[src/core/ogm_cfg.svh]
// Register map, field layout, reset values and timing for the output stage
`ifndef OGM_CFG_SVH
`define OGM_CFG_SVH

`define OGM_ADDR_W 8
`define OGM_DATA_W 8

`define OGM_ADDR_PWR_CTRL 8'h21
`define OGM_ADDR_VOL_LHP 8'h24
`define OGM_ADDR_VOL_RHP 8'h25
`define OGM_ADDR_VOL_LSPK 8'h26
`define OGM_ADDR_VOL_RSPK 8'h27
`define OGM_ADDR_DRV_LHP 8'h28
`define OGM_ADDR_DRV_RHP 8'h29
`define OGM_ADDR_DRV_LSPK 8'h2a

`define OGM_VOL_ROUTE_BIT 7
`define OGM_VOL_GAIN_MSB 6
`define OGM_VOL_GAIN_LSB 0
`define OGM_VOL_GAIN_W 7
`define OGM_VOL_GAIN_RST 7'h7f
`define OGM_VOL_ROUTE_RST 1'h0
`define OGM_VOL_MUTE_CODE 7'h7f

`define OGM_HP_GAIN_MSB 6
`define OGM_HP_GAIN_LSB 3
`define OGM_HP_GAIN_W 4
`define OGM_HP_GAIN_RST 4'h0
`define OGM_HP_UNMUTE_BIT 2
`define OGM_HP_UNMUTE_RST 1'h0
`define OGM_HP_PD_HIZ_BIT 1
`define OGM_HP_PD_HIZ_RST 1'h1
`define OGM_APPLIED_BIT 0

`define OGM_SPK_GAIN_MSB 4
`define OGM_SPK_GAIN_LSB 3
`define OGM_SPK_GAIN_W 2
`define OGM_SPK_GAIN_RST 2'h0
`define OGM_SPK_UNMUTE_BIT 2
`define OGM_SPK_UNMUTE_RST 1'h0

`define OGM_PWR_CM_BIT 0
`define OGM_PWR_CM_RST 1'h0

`define OGM_CLK_NS 4
`define OGM_STEP_NS 1000
`define OGM_STEP_CYCLES ((`OGM_STEP_NS + `OGM_CLK_NS - 1) / `OGM_CLK_NS)
`define OGM_STEP_CNT_W 9

`endif

[src/core/ogm_pkg.sv]
// Types shared by the output stage register block
package ogm_pkg;

    // Gray coded along idle -> wait -> step
    typedef enum logic [1:0] {
        OGM_ST_IDLE = 2'b00,
        OGM_ST_WAIT = 2'b01,
        OGM_ST_STEP = 2'b11
    } ogm_ramp_state_t;

endpackage

[src/core/ogm_gain_ramp.sv]
// Steps an applied gain code one unit at a time toward its target
`timescale 1ns/10ps
`include "ogm_cfg.svh"

module ogm_gain_ramp
    import ogm_pkg::*;
#(
    parameter int W = 7,
    parameter logic [W-1:0] RST_VAL = '0
)
(
    // Clock and reset
    input wire logic clk,
    input wire logic rst,
    // Programmed code and its write strobe
    input wire logic [W-1:0] target,
    input wire logic load,
    // Applied code
    output logic [W-1:0] cur_q,
    output logic done
);

    ogm_ramp_state_t state_q;
    logic [`OGM_STEP_CNT_W-1:0] cnt_q;
    logic [W-1:0] next_cur;

    assign next_cur = (cur_q < target) ? cur_q + 1'b1 : cur_q - 1'b1;

    // A write keeps the flag low for at least one step period
    assign done = (state_q == OGM_ST_IDLE) && (cur_q == target) && !load;

    always_ff @(posedge clk or posedge rst)
    begin
        if (rst)
        begin
            state_q <= OGM_ST_IDLE;
            cnt_q <= '0;
        end
        else
        begin
            case (state_q)
                OGM_ST_IDLE:
                begin
                    if (load || cur_q != target)
                    begin
                        state_q <= OGM_ST_WAIT;
                        cnt_q <= `OGM_STEP_CNT_W'(`OGM_STEP_CYCLES - 1);
                    end
                end
                OGM_ST_WAIT:
                begin
                    if (load)
                        cnt_q <= `OGM_STEP_CNT_W'(`OGM_STEP_CYCLES - 1);
                    else if (cnt_q == '0)
                        state_q <= OGM_ST_STEP;
                    else
                        cnt_q <= cnt_q - 1'b1;
                end
                OGM_ST_STEP:
                begin
                    if (load || (cur_q != target && next_cur != target))
                    begin
                        state_q <= OGM_ST_WAIT;
                        cnt_q <= `OGM_STEP_CNT_W'(`OGM_STEP_CYCLES - 1);
                    end
                    else
                        state_q <= OGM_ST_IDLE;
                end
                default:
                    state_q <= OGM_ST_IDLE;
            endcase
        end
    end

    always_ff @(posedge clk or posedge rst)
    begin
        if (rst)
            cur_q <= RST_VAL;
        else if (state_q == OGM_ST_STEP && cur_q != target)
            cur_q <= next_cur;
    end

endmodule

[src/core/ogm_out_regs.sv]
// Output driver volume, gain, mute and power-down register bank
`timescale 1ns/10ps
`include "ogm_cfg.svh"

module ogm_out_regs
    import ogm_pkg::*;
(
    // Clock and reset
    input wire logic clk,
    input wire logic rst,
    // Register port from the serial control interface
    input wire logic reg_wr,
    input wire logic reg_rd,
    input wire logic [`OGM_ADDR_W-1:0] reg_addr,
    input wire logic [`OGM_DATA_W-1:0] reg_wdata,
    output logic [`OGM_DATA_W-1:0] reg_rdata_q,
    output logic reg_rvalid_q,
    // Analog volume paths: 0 left hp, 1 right hp, 2 left spk, 3 right spk
    output logic [3:0][`OGM_VOL_GAIN_W-1:0] vol_atten_q,
    output logic [3:0] vol_route_q,
    output logic [3:0] vol_mute_q,
    // Headphone drivers: 0 left, 1 right
    output logic [1:0][`OGM_HP_GAIN_W-1:0] hp_gain_q,
    output logic [1:0] hp_unmute_q,
    output logic [1:0] hp_pd_hiz_q,
    // Left speaker driver
    output logic [`OGM_SPK_GAIN_W-1:0] spk_gain_q,
    output logic spk_unmute_q,
    // Power-on control
    output logic cm_divider_sel_q
);

    logic [3:0][`OGM_DATA_W-1:0] vol_reg_q;
    logic [3:0] vol_wr;
    logic [3:0] vol_done;

    logic [1:0][`OGM_HP_GAIN_W-1:0] hp_gain_reg_q;
    logic [1:0] hp_unmute_reg_q;
    logic [1:0] hp_pd_hiz_reg_q;
    logic [1:0] hp_wr;
    logic [1:0] hp_done;
    logic [1:0] hp_applied;

    logic [`OGM_SPK_GAIN_W-1:0] spk_gain_reg_q;
    logic spk_unmute_reg_q;
    logic spk_wr;
    logic spk_done;
    logic spk_applied;

    logic pwr_cm_reg_q;
    logic pwr_wr;

    logic [`OGM_DATA_W-1:0] rdata_d;

    // Write decode
    assign vol_wr[0] = reg_wr && (reg_addr == `OGM_ADDR_VOL_LHP);
    assign vol_wr[1] = reg_wr && (reg_addr == `OGM_ADDR_VOL_RHP);
    assign vol_wr[2] = reg_wr && (reg_addr == `OGM_ADDR_VOL_LSPK);
    assign vol_wr[3] = reg_wr && (reg_addr == `OGM_ADDR_VOL_RSPK);
    assign hp_wr[0] = reg_wr && (reg_addr == `OGM_ADDR_DRV_LHP);
    assign hp_wr[1] = reg_wr && (reg_addr == `OGM_ADDR_DRV_RHP);
    assign spk_wr = reg_wr && (reg_addr == `OGM_ADDR_DRV_LSPK);
    assign pwr_wr = reg_wr && (reg_addr == `OGM_ADDR_PWR_CTRL);

    // Analog volume paths
    genvar gv;
    generate
        for (gv = 0; gv < 4; gv++)
        begin : g_vol
            // Volume register keeps route bit and attenuation code
            always_ff @(posedge clk or posedge rst)
            begin
                if (rst)
                    vol_reg_q[gv] <= {`OGM_VOL_ROUTE_RST,
                        `OGM_VOL_GAIN_RST};
                else if (vol_wr[gv])
                    vol_reg_q[gv] <= reg_wdata;
            end

            ogm_gain_ramp #(
                .W(`OGM_VOL_GAIN_W),
                .RST_VAL(`OGM_VOL_GAIN_RST)
            ) u_ramp (
                .clk(clk),
                .rst(rst),
                .target(vol_reg_q[gv][`OGM_VOL_GAIN_MSB:`OGM_VOL_GAIN_LSB]),
                .load(vol_wr[gv]),
                .cur_q(vol_atten_q[gv]),
                .done(vol_done[gv])
            );

            ogm_vol_decode u_dec (
                .clk(clk),
                .rst(rst),
                .vol_reg(vol_reg_q[gv]),
                .route_q(vol_route_q[gv]),
                .mute_q(vol_mute_q[gv])
            );
        end
    endgenerate

    // Headphone drivers
    generate
        for (gv = 0; gv < 2; gv++)
        begin : g_hp
            // Stored driver fields; reserved bit 7 is dropped
            always_ff @(posedge clk or posedge rst)
            begin
                if (rst)
                    hp_gain_reg_q[gv] <= `OGM_HP_GAIN_RST;
                else if (hp_wr[gv])
                    hp_gain_reg_q[gv] <=
                        reg_wdata[`OGM_HP_GAIN_MSB:`OGM_HP_GAIN_LSB];
            end

            always_ff @(posedge clk or posedge rst)
            begin
                if (rst)
                    hp_unmute_reg_q[gv] <= `OGM_HP_UNMUTE_RST;
                else if (hp_wr[gv])
                    hp_unmute_reg_q[gv] <=
                        reg_wdata[`OGM_HP_UNMUTE_BIT];
            end

            always_ff @(posedge clk or posedge rst)
            begin
                if (rst)
                    hp_pd_hiz_reg_q[gv] <= `OGM_HP_PD_HIZ_RST;
                else if (hp_wr[gv])
                    hp_pd_hiz_reg_q[gv] <=
                        reg_wdata[`OGM_HP_PD_HIZ_BIT];
            end

            ogm_gain_ramp #(
                .W(`OGM_HP_GAIN_W),
                .RST_VAL(`OGM_HP_GAIN_RST)
            ) u_ramp (
                .clk(clk),
                .rst(rst),
                .target(hp_gain_reg_q[gv]),
                .load(hp_wr[gv]),
                .cur_q(hp_gain_q[gv]),
                .done(hp_done[gv])
            );

            // Driver gain and its analog volume both settled
            assign hp_applied[gv] = hp_done[gv] && vol_done[gv];
        end
    endgenerate

    // Driver controls follow the stored fields one cycle later
    always_ff @(posedge clk or posedge rst)
    begin
        if (rst)
            hp_unmute_q <= {2{`OGM_HP_UNMUTE_RST}};
        else
            hp_unmute_q <= hp_unmute_reg_q;
    end

    always_ff @(posedge clk or posedge rst)
    begin
        if (rst)
            hp_pd_hiz_q <= {2{`OGM_HP_PD_HIZ_RST}};
        else
            hp_pd_hiz_q <= hp_pd_hiz_reg_q;
    end

    // Left speaker driver
    always_ff @(posedge clk or posedge rst)
    begin
        if (rst)
            spk_gain_reg_q <= `OGM_SPK_GAIN_RST;
        else if (spk_wr)
            spk_gain_reg_q <=
                reg_wdata[`OGM_SPK_GAIN_MSB:`OGM_SPK_GAIN_LSB];
    end

    always_ff @(posedge clk or posedge rst)
    begin
        if (rst)
            spk_unmute_reg_q <= `OGM_SPK_UNMUTE_RST;
        else if (spk_wr)
            spk_unmute_reg_q <= reg_wdata[`OGM_SPK_UNMUTE_BIT];
    end

    // Unmute reaches the speaker stage two cycles after the write
    always_ff @(posedge clk or posedge rst)
    begin
        if (rst)
            spk_unmute_q <= `OGM_SPK_UNMUTE_RST;
        else
            spk_unmute_q <= spk_unmute_reg_q;
    end

    ogm_gain_ramp #(
        .W(`OGM_SPK_GAIN_W),
        .RST_VAL(`OGM_SPK_GAIN_RST)
    ) u_spk_ramp (
        .clk(clk),
        .rst(rst),
        .target(spk_gain_reg_q),
        .load(spk_wr),
        .cur_q(spk_gain_q),
        .done(spk_done)
    );

    // Speaker settles with its gain stage and its volume path
    assign spk_applied = spk_done && vol_done[2];

    // Power-on control: only the common-mode source bit lives here
    always_ff @(posedge clk or posedge rst)
    begin
        if (rst)
            pwr_cm_reg_q <= `OGM_PWR_CM_RST;
        else if (pwr_wr)
            pwr_cm_reg_q <= reg_wdata[`OGM_PWR_CM_BIT];
    end

    // Weak common mode from the supply divider while the bit is zero
    always_ff @(posedge clk or posedge rst)
    begin
        if (rst)
            cm_divider_sel_q <= !`OGM_PWR_CM_RST;
        else
            cm_divider_sel_q <= !pwr_cm_reg_q;
    end

    // Read mux; reserved bits read zero, status bits are read-only
    always_comb
    begin
        rdata_d = '0;
        case (reg_addr)
            `OGM_ADDR_VOL_LHP:
                rdata_d = vol_reg_q[0];
            `OGM_ADDR_VOL_RHP:
                rdata_d = vol_reg_q[1];
            `OGM_ADDR_VOL_LSPK:
                rdata_d = vol_reg_q[2];
            `OGM_ADDR_VOL_RSPK:
                rdata_d = vol_reg_q[3];
            `OGM_ADDR_DRV_LHP:
            begin
                rdata_d[`OGM_HP_GAIN_MSB:`OGM_HP_GAIN_LSB] =
                    hp_gain_reg_q[0];
                rdata_d[`OGM_HP_UNMUTE_BIT] = hp_unmute_reg_q[0];
                rdata_d[`OGM_HP_PD_HIZ_BIT] = hp_pd_hiz_reg_q[0];
                rdata_d[`OGM_APPLIED_BIT] = hp_applied[0];
            end
            `OGM_ADDR_DRV_RHP:
            begin
                rdata_d[`OGM_HP_GAIN_MSB:`OGM_HP_GAIN_LSB] =
                    hp_gain_reg_q[1];
                rdata_d[`OGM_HP_UNMUTE_BIT] = hp_unmute_reg_q[1];
                rdata_d[`OGM_HP_PD_HIZ_BIT] = hp_pd_hiz_reg_q[1];
                rdata_d[`OGM_APPLIED_BIT] = hp_applied[1];
            end
            `OGM_ADDR_DRV_LSPK:
            begin
                rdata_d[`OGM_SPK_GAIN_MSB:`OGM_SPK_GAIN_LSB] =
                    spk_gain_reg_q;
                rdata_d[`OGM_SPK_UNMUTE_BIT] = spk_unmute_reg_q;
                rdata_d[`OGM_APPLIED_BIT] = spk_applied;
            end
            `OGM_ADDR_PWR_CTRL:
                rdata_d[`OGM_PWR_CM_BIT] = pwr_cm_reg_q;
            default:
                rdata_d = '0;
        endcase
    end

    // Read data holds until the next read strobe
    always_ff @(posedge clk or posedge rst)
    begin
        if (rst)
            reg_rdata_q <= '0;
        else if (reg_rd)
            reg_rdata_q <= rdata_d;
    end

    // One valid pulse per read strobe
    always_ff @(posedge clk or posedge rst)
    begin
        if (rst)
            reg_rvalid_q <= 1'h0;
        else
            reg_rvalid_q <= reg_rd;
    end

endmodule

[src/core/ogm_vol_decode.sv]
// Route and mute decode of one analog volume path
`timescale 1ns/10ps
`include "ogm_cfg.svh"

module ogm_vol_decode
    import ogm_pkg::*;
(
    // Clock and reset
    input wire logic clk,
    input wire logic rst,
    // Programmed volume register
    input wire logic [`OGM_DATA_W-1:0] vol_reg,
    // Driver feed
    output logic route_q,
    output logic mute_q
);

    logic [`OGM_VOL_GAIN_W-1:0] gain;

    assign gain = vol_reg[`OGM_VOL_GAIN_MSB:`OGM_VOL_GAIN_LSB];

    always_ff @(posedge clk or posedge rst)
    begin
        if (rst)
        begin
            route_q <= `OGM_VOL_ROUTE_RST;
            mute_q <= !`OGM_VOL_ROUTE_RST
                && (`OGM_VOL_GAIN_RST == `OGM_VOL_MUTE_CODE);
        end
        else
        begin
            route_q <= vol_reg[`OGM_VOL_ROUTE_BIT];
            mute_q <= !vol_reg[`OGM_VOL_ROUTE_BIT]
                && (gain == `OGM_VOL_MUTE_CODE);
        end
    end

endmodule

[config.mk]
export PLATFORM = sky130hd
export DESIGN_NAME = ogm_out_regs
export DESIGN_NICKNAME = d
export VERILOG_FILES = /design/src/core/ogm_pkg.sv /design/src/core/ogm_gain_ramp.sv /design/src/core/ogm_out_regs.sv /design/src/core/ogm_vol_decode.sv
export VERILOG_INCLUDE_DIRS = /design/src /design/src/core
export SDC_FILE = /design/constraint.sdc
export NUM_CORES = 1
export LEC_CHECK = 0
export BUFFER_PORTS_ARGS = -buffer_cell sky130_fd_sc_hd__clkbuf_2
export CAP_MARGIN = 10
export CELL_PAD_IN_SITES_DETAIL_PLACEMENT = 0
export CELL_PAD_IN_SITES_GLOBAL_PLACEMENT = 1
export CORE_MARGIN = 2
export CORE_UTILIZATION = 45
export CTS_BUF_LIST = sky130_fd_sc_hd__clkbuf_16
export DETAILED_ROUTE_END_ITERATION = 12
export HOLD_SLACK_MARGIN = 0.08
export PLACE_DENSITY = 0.74
export SYNTH_ARGS = -nofsm -noshare
export SYNTH_HDL_FRONTEND = slang
export SYNTH_SLANG_ARGS = --single-unit
[constraint.sdc]
create_clock -name clk -period 7.6 [get_ports clk]
set_input_delay 1.14 -clock clk [delete_from_list [all_inputs] [get_ports clk]]
set_output_delay 1.14 -clock clk [all_outputs]
set_load 0.05 [all_outputs]
=== Word-level counts from Yosys, hierarchy flattened ===
Cells that the tools add are included.

* Register bits: 186
* Bits of input ports: 20
* Output and inout bits: 61
* Logic and storage cells: 340

* Add/sub/neg operators: 21
* Magnitude comparators: 7
* Equal/unequal tests: 81
* Mux-type cells: 82
* Reduce and logical (&&, ||, !) cells: 101

{| class="wikitable"
|+ Operators by type and width
! kind !! number
|-
| 9-bit two-way mux || 28
|-
| 9-bit case mux with 3 select lines || 7
|-
| 8-bit by 6-bit equality test with 1-bit output, second input constant || 8
|-
| 9-bit zero test || 7
|-
| 9-bit by 1-bit subtractor with 9-bit output, second input constant || 7
|-
| 7-bit != test || 8
|-
| 2-bit two-way mux || 22
|-
| 2-bit case mux with 3 select lines || 7
|-
| 1-bit logical AND || 41
|-
| 7-bit by 1-bit adder with 7-bit output, second input constant || 4
|-
| 7-bit equality test, second input constant || 4
|-
| 7-bit less-than comparator || 4
|-
| 7-bit two-way mux || 4
|-
| 2-bit by 1-bit != test with 1-bit output, second input constant || 14
|-
| 2-bit != test, second input constant || 14
|-
| 4-bit AND reduction || 7
|-
| 7-bit by 1-bit subtractor with 7-bit output, second input constant || 4
|-
| 7-bit equality test || 3
|-
| 3-bit by 2-bit != test with 1-bit output, second input constant || 7
|-
| 3-bit case mux with 7 select lines || 1
|-
| 3-bit AND reduction || 7
|-
| 3-bit nonzero test || 7
|-
| 4-bit != test || 4
|-
| 2-bit by 1-bit equality test with 1-bit output, second input constant || 7
|-
| 19 further kinds || 66
|}

=== Logic depth before layout (Yosys ltp) ===
* Depth after elaboration: 7
* Mapped depth: 15

=== By module ===
Synthesis repeated with hierarchy kept, for this count alone.

* Cells, all modules: 1135
* Area, all modules: 11683.7 um^2

{| class="wikitable"
|+ By module, submodules not included
! module !! times used !! cells an instance !! area each (um^2) !! seq. area each (um^2)
|-
| ogm_gain_ramp at g_vol[1].u_ramp ... || 3 || 154 || 1421.4 || 459.2
|-
| ogm_out_regs || 1 || 212 || 2900.3 || 1617.8
|-
| ogm_gain_ramp at g_vol[0].u_ramp || 1 || 149 || 1421.4 || 459.2
|-
| ogm_gain_ramp at g_hp[1].u_ramp || 1 || 103 || 1007.2 || 375.4
|-
| ogm_gain_ramp at g_hp[0].u_ramp || 1 || 104 || 999.7 || 375.4
|-
| ogm_gain_ramp at u_spk_ramp || 1 || 81 || 795.8 || 325.3
|-
| ogm_vol_decode || 4 || 6 || 73.8 || 51.3
|}

=== Worst setup path before layout ===
OpenSTA, ideal clock, no wires.

* Path type: register -> register
* Start point: reg g_vol[3].u_ramp.cur_q[2]
* End point: reg g_vol[3].u_ramp.cnt_q[0]
* Setup time: 0.125 ns
* Arrival: 4.045 ns
* Data required time: 7.475 ns
* Path slack: 3.430 ns
* Cell stages (with the launch flop): 14
* Clock period less this slack: 4.170 ns
* Path through: dfstp_2 ha_1 a21oi_1 a21oi_1 a2111oi_2 inv_1 ha_1 xor2_1 xnor2_1 or4_1 or3_1 o32ai_2 o22ai_2 mux2_4

* Longest elaborated chain between the ends: 7

{| class="wikitable"
|+ RTL lines
! item !! RTL line !! source
|-
| start: declaration || ogm_gain_ramp.sv:19 || <nowiki>output logic [W-1:0] cur_q,</nowiki>
|-
| start signal: assignment || ogm_gain_ramp.sv:80 || <nowiki>cur_q <= next_cur;</nowiki>
|-
| 7-bit by 1-bit subtractor with 7-bit output (tied with other cells) || ogm_gain_ramp.sv:27 || <nowiki>assign next_cur = (cur_q < target) ? cur_q + 1'b1 : cur_q - 1'b1;</nowiki>
|-
| 7-bit two-way mux || ogm_gain_ramp.sv:27 ||
|-
| 7-bit != test || ogm_gain_ramp.sv:61 || <nowiki>if (load || (cur_q != target && next_cur != target))</nowiki>
|-
| 1-bit logical AND || ogm_gain_ramp.sv:61 ||
|-
| 1-bit logical OR || ogm_gain_ramp.sv:61 ||
|-
| 2-bit by 1-bit != test with 1-bit output (no source line) || n/a ||
|-
| 4-bit AND reduction (no source line) * || n/a ||
|-
| end signal: assignment || ogm_gain_ramp.sv:53 || <nowiki>cnt_q <= `OGM_STEP_CNT_W'(`OGM_STEP_CYCLES - 1);</nowiki>
|-
| end signal: assignment || ogm_gain_ramp.sv:57 || <nowiki>cnt_q <= cnt_q - 1'b1;</nowiki>
|-
| end signal: assignment || ogm_gain_ramp.sv:64 || <nowiki>cnt_q <= `OGM_STEP_CNT_W'(`OGM_STEP_CYCLES - 1);</nowiki>
|-
| end: declaration || ogm_gain_ramp.sv:24 || <nowiki>logic [`OGM_STEP_CNT_W-1:0] cnt_q;</nowiki>
|}

Mark *: on every way between the ends. The rest lies on a longest branch, timed or not.
A chain may end at the register's enable or synchronous reset.

=== Worst setup path in the final report ===
* Start point: reg vol_reg_q[4] in the netlist's numbering
* End point: reg g_vol[0].u_ramp.cnt_q[1]

* Longest elaborated chain between the ends: 7

{| class="wikitable"
|+ RTL lines
! item !! RTL line !! source
|-
| start: declaration || ogm_out_regs.sv:33 || <nowiki>logic [3:0][`OGM_DATA_W-1:0] vol_reg_q;</nowiki>
|-
| start signal: indexed assignment || ogm_out_regs.sv:74 || <nowiki>vol_reg_q[gv] <= {`OGM_VOL_ROUTE_RST,</nowiki>
|-
| start signal: indexed assignment || ogm_out_regs.sv:77 || <nowiki>vol_reg_q[gv] <= reg_wdata;</nowiki>
|-
| 7-bit less-than comparator || ogm_gain_ramp.sv:27 ||
|-
| 7-bit two-way mux || ogm_gain_ramp.sv:27 ||
|-
| 7-bit != test || ogm_gain_ramp.sv:61 ||
|-
| 1-bit logical AND || ogm_gain_ramp.sv:61 ||
|-
| 1-bit logical OR || ogm_gain_ramp.sv:61 ||
|-
| 2-bit by 1-bit != test with 1-bit output (no source line) || n/a ||
|-
| 4-bit AND reduction (no source line) * || n/a ||
|-
| end signal: assignment || ogm_gain_ramp.sv:53 ||
|-
| end signal: assignment || ogm_gain_ramp.sv:57 ||
|-
| end signal: assignment || ogm_gain_ramp.sv:64 ||
|-
| end: declaration || ogm_gain_ramp.sv:24 ||
|}

Marks and branches as above.

==> results.md <==
* Post-cts sizing count at 0
* Maximum number of pins on one net before global-route repair at between 100 and 150
* R2R setup slack at a little under 3 ns
* Drt via density at 5.48
* Root Driver: clkbuf_16
* Global-route wire length before repair at 43700 µm
* Worst hold path stage count at 0
* Synth top area share at 0.263
* Fin. Hold Viols at 0
* Clk_lat worst skew at 0.43 ns
* Crit Path Max Fanout at 9
* Post-Route M1 WL at 13100 µm
* Maxcap violations at 0
* Overflow after GRT at 0
* WHS Endpoint: hp_pd_hiz_q[0]
* Peak Freq at 215 MHz
* Leakage at roughly 5.8 nW
* Cts hold-fix bufs at 0
* DRC at 0
* Max layer used: met5
* FF/Latch Area at 0.00474 mm²
* Required @ worst endpoint at just under 8 ns
* FILL cells at 2315
* CTS tree: yes
* Share of layout cells above drive strength 1 at 0.218
* Die area at 0.0269 mm²
* Largest area contributor in the netlist: dfrtp_1
* Final setup TNS at 0 ns
* Status: completed
* Final worst-path cycle share at 0.613
* Initial drt markers at 545
* Netlist cell types at 90
* Vias in the first global route at 8104
* Routed WL at approximately 26000 µm
* CP startpoint kind: register
* Core area at roughly 0.025 mm²
* Post-synth EDFFs at 0
* Ports at 81
* Area of the mapped netlist at 0.0115 mm²
* Critical R2R Launch: vol_reg_q[4]
* Normalized max-slew margin at 0.329
* Sink Count at 186
* Total track usage at 0.208
* Final Cell Area at 0.0128 mm²
* Register-to-Register Path Depth at 14
* Routed met2 length at 12000 µm
* Finished Core Util at 0.507
* Post-CTS Setup Repair Bufs at 0
* Initial Util at 0.457
* Number of buffers added on ports at 80
* FFs w/ async S/R, synth at 1.00
* Chip Width at 164 µm
* Die H at roughly 160 µm
* Net Count, Synth at between 1000 and 1500
* CTS buffer count at 17
* # nets final at ~1300
* Mapped Avg Cell Area at 10.3 µm²
* Max-slew violation count at 0
* CTS H-tree lvls at 4
* Register area share after synthesis at 0.411
* Final weighted congestion in routability-driven placement at around 0.82
* DPL Wire Length at 19700 µm
* CTS clk-pin slew, worst paths at 0.07 ns
* Min-Delay Startpoint: hp_pd_hiz_reg_q[0]
* RSZ-0062 raised after global routing: false
* Initial antenna violation count at 2
* Crit Path Category: reg -> reg
* Worst r2r dst: g_vol[0].u_ramp.cnt_q[1]
* DR pass1 iterations at 7
* Mapped Cells at 1121
* Vias at 8404
* Synth warn at 0
* Tmin final at 4.66 ns
* #FFs+latches synth at roughly 190
* Post-synth top flop: dfrtp_1
* CP Capture Type: register
* Row count at between 50 and 60
* Final Total Pwr at roughly 2.8 mW
* Area of the multi-input gates at 0.00626 mm²
* DR WL/cell at 17.3 µm
* Final setup fails at 0
* CP arrival at about 5 ns
* Area Overhead vs Synth at 10.8%
* Worst clock skew at 0.0102 ns
* Clk buf depth at 2
* PwrDens at 223 mW/mm²
* Worst Tran Pin Value at 1.00 ns
* Final ANT Viol Nets at 0
* Worst hold path type: reg -> reg
* Post-DP Area at 0.0122 mm²
* Synth top area cells: dfrtp_1 26%, dfstp_2 15%, ha_1 8.4%
* Peak VDD IR at about 130 µV
* Met3 wire len at ~1100 µm
cell usage after synthesis (all sizes together) (7+ instances only):
cell / instances
nand3b: 13
nand4: 13
nor3: 29
buf: 16
a22oi: 8
mux2: 44
a31oi: 7
nand3: 24
xnor2: 53
clkbuf: 15
mux2i: 7
a2bb2oi: 11
nor4: 13
o31ai: 16
o21ai: 72
mux4: 8
a21oi: 43
nor2b: 12
or4: 7
nand2b: 13
a211oi: 8
dfrtp: 121
a21o: 12
or3: 10
nor2: 64
xor2: 23
nor3b: 13
xnor3: 12
dfstp: 65
inv: 93
nand2: 97
ha: 77
and2: 7
worst max-delay path by stage:
stage	startpoint	end	slack, ns	cells past startpoint
6_report	vol_reg_q[4]	g_vol[0].u_ramp.cnt_q[1]	2.94	14
5_1_grt	vol_reg_q[2]	g_vol[0].u_ramp.cnt_q[1]	2.65	14
4_1_cts	vol_reg_q[4]	g_vol[0].u_ramp.cnt_q[1]	2.97	14
3_5_place_dp	vol_reg_q[4]	g_vol[0].u_ramp.cnt_q[1]	2.99	14
3_3_place_gp	vol_reg_q[4]	g_vol[0].u_ramp.cnt_q[1]	3.02	14
2_1_floorplan	rst	g_hp[0].u_ramp.cnt_q[0]	1.51	1
cells in the final DEF, fill, tap and decap left out, types with 11 or more instances in the layout:
cell type | netlist | routed
nand2b_1 | 13 | 13
dfrtp_1 | 121 | 121
xnor3_1 | 12 | 12
o31ai_1 | 16 | 16
o21ai_0 | 69 | 69
dfstp_2 | 65 | 65
a21o_1 | 12 | 12
nand3b_1 | 13 | 13
nor3b_1 | 13 | 13
nor2b_1 | 12 | 12
nor2_1 | 62 | 62
ha_1 | 77 | 77
nand3_1 | 24 | 24
a21oi_1 | 40 | 40
nor4_1 | 12 | 12
inv_1 | 93 | 94
mux2_2 | 43 | 43
clkbuf_2 | 0 | 80
nand2_1 | 97 | 97
nand4_1 | 13 | 13
a2bb2oi_1 | 11 | 11
xor2_1 | 23 | 23
xnor2_1 | 53 | 53
nor3_1 | 26 | 26
clkbuf_16 | 0 | 17
stage by stage:
stage                     worst slack, ns  std cells  hold WS (ns)
final                                2.94       1534         0.388
after global placement               3.02       1501         0.376
after CTS                            2.97       1533         0.386
after global routing                 2.65       1533         0.387
after detailed placement             2.99       1501         0.377
after floorplan                      1.51       1121         0.356
flip-flops by register name, indices dropped and copies added (netlist names), 4 cells and up:
name / cells
vol_reg_q: 32
g_vol.u_ramp.cnt_q: 36
g_vol.u_dec.mute_q: 4
g_vol.u_ramp.cur_q: 28
hp_gain_reg_q: 8
u_spk_ramp.cnt_q: 9
g_hp.u_ramp.cnt_q: 18
g_vol.u_dec.route_q: 4
g_hp.u_ramp.state_q: 4
reg_rdata_q: 8
g_hp.u_ramp.cur_q: 8
g_vol.u_ramp.state_q: 8
where the power goes:
group / switching [mW] / internal, mW
combinational: 0.332 / 0.319
clock: 0.400 / 0.484
sequential: 0.156 / 1.15
critical path, cell delays in order (launching register included):
cell,delay [ns]
dfstp_2,0.60
inv_1,0.06
ha_1,0.28
a211oi_1,0.24
nor2_1,0.07
a211oi_1,0.60
inv_1,0.30
ha_1,0.46
and3b_1,0.20
a2111oi_0,0.44
o311ai_1,0.26
xnor3_1,0.35
nor3b_1,0.06
nor2_1,0.40
mux2i_1,0.25
per-layer routing:
layer | vias up | global-route usage
met5 | - | 0
met4 | 2 | 0.0502
met3 | 20 | 0.0379
met2 | 146 | 0.319
met1 | 4093 | 0.304
li1 | 4143 | -
logic make-up after synthesis:
family,Yosys count,share of synthesized area
fa+ha+maj,85,0.0959
xor+xnor,88,0.0813
compound gates,225,0.133
flops,186,0.411
mux,59,0.0651
buf+inv,124,0.0450
simple gates,354,0.168
cell type report:
class                   instances  share of cell area
repair buffers                 81              0.0320
inverters                      93              0.0280
well taps                     330              0.0324
clock inverters                15              0.0120
clock buffers                  17              0.0333
flip-flops and latches        186               0.371
diodes                          1            0.000196
multi-input cells             811               0.491
Power figures use the tool's default switching activity.
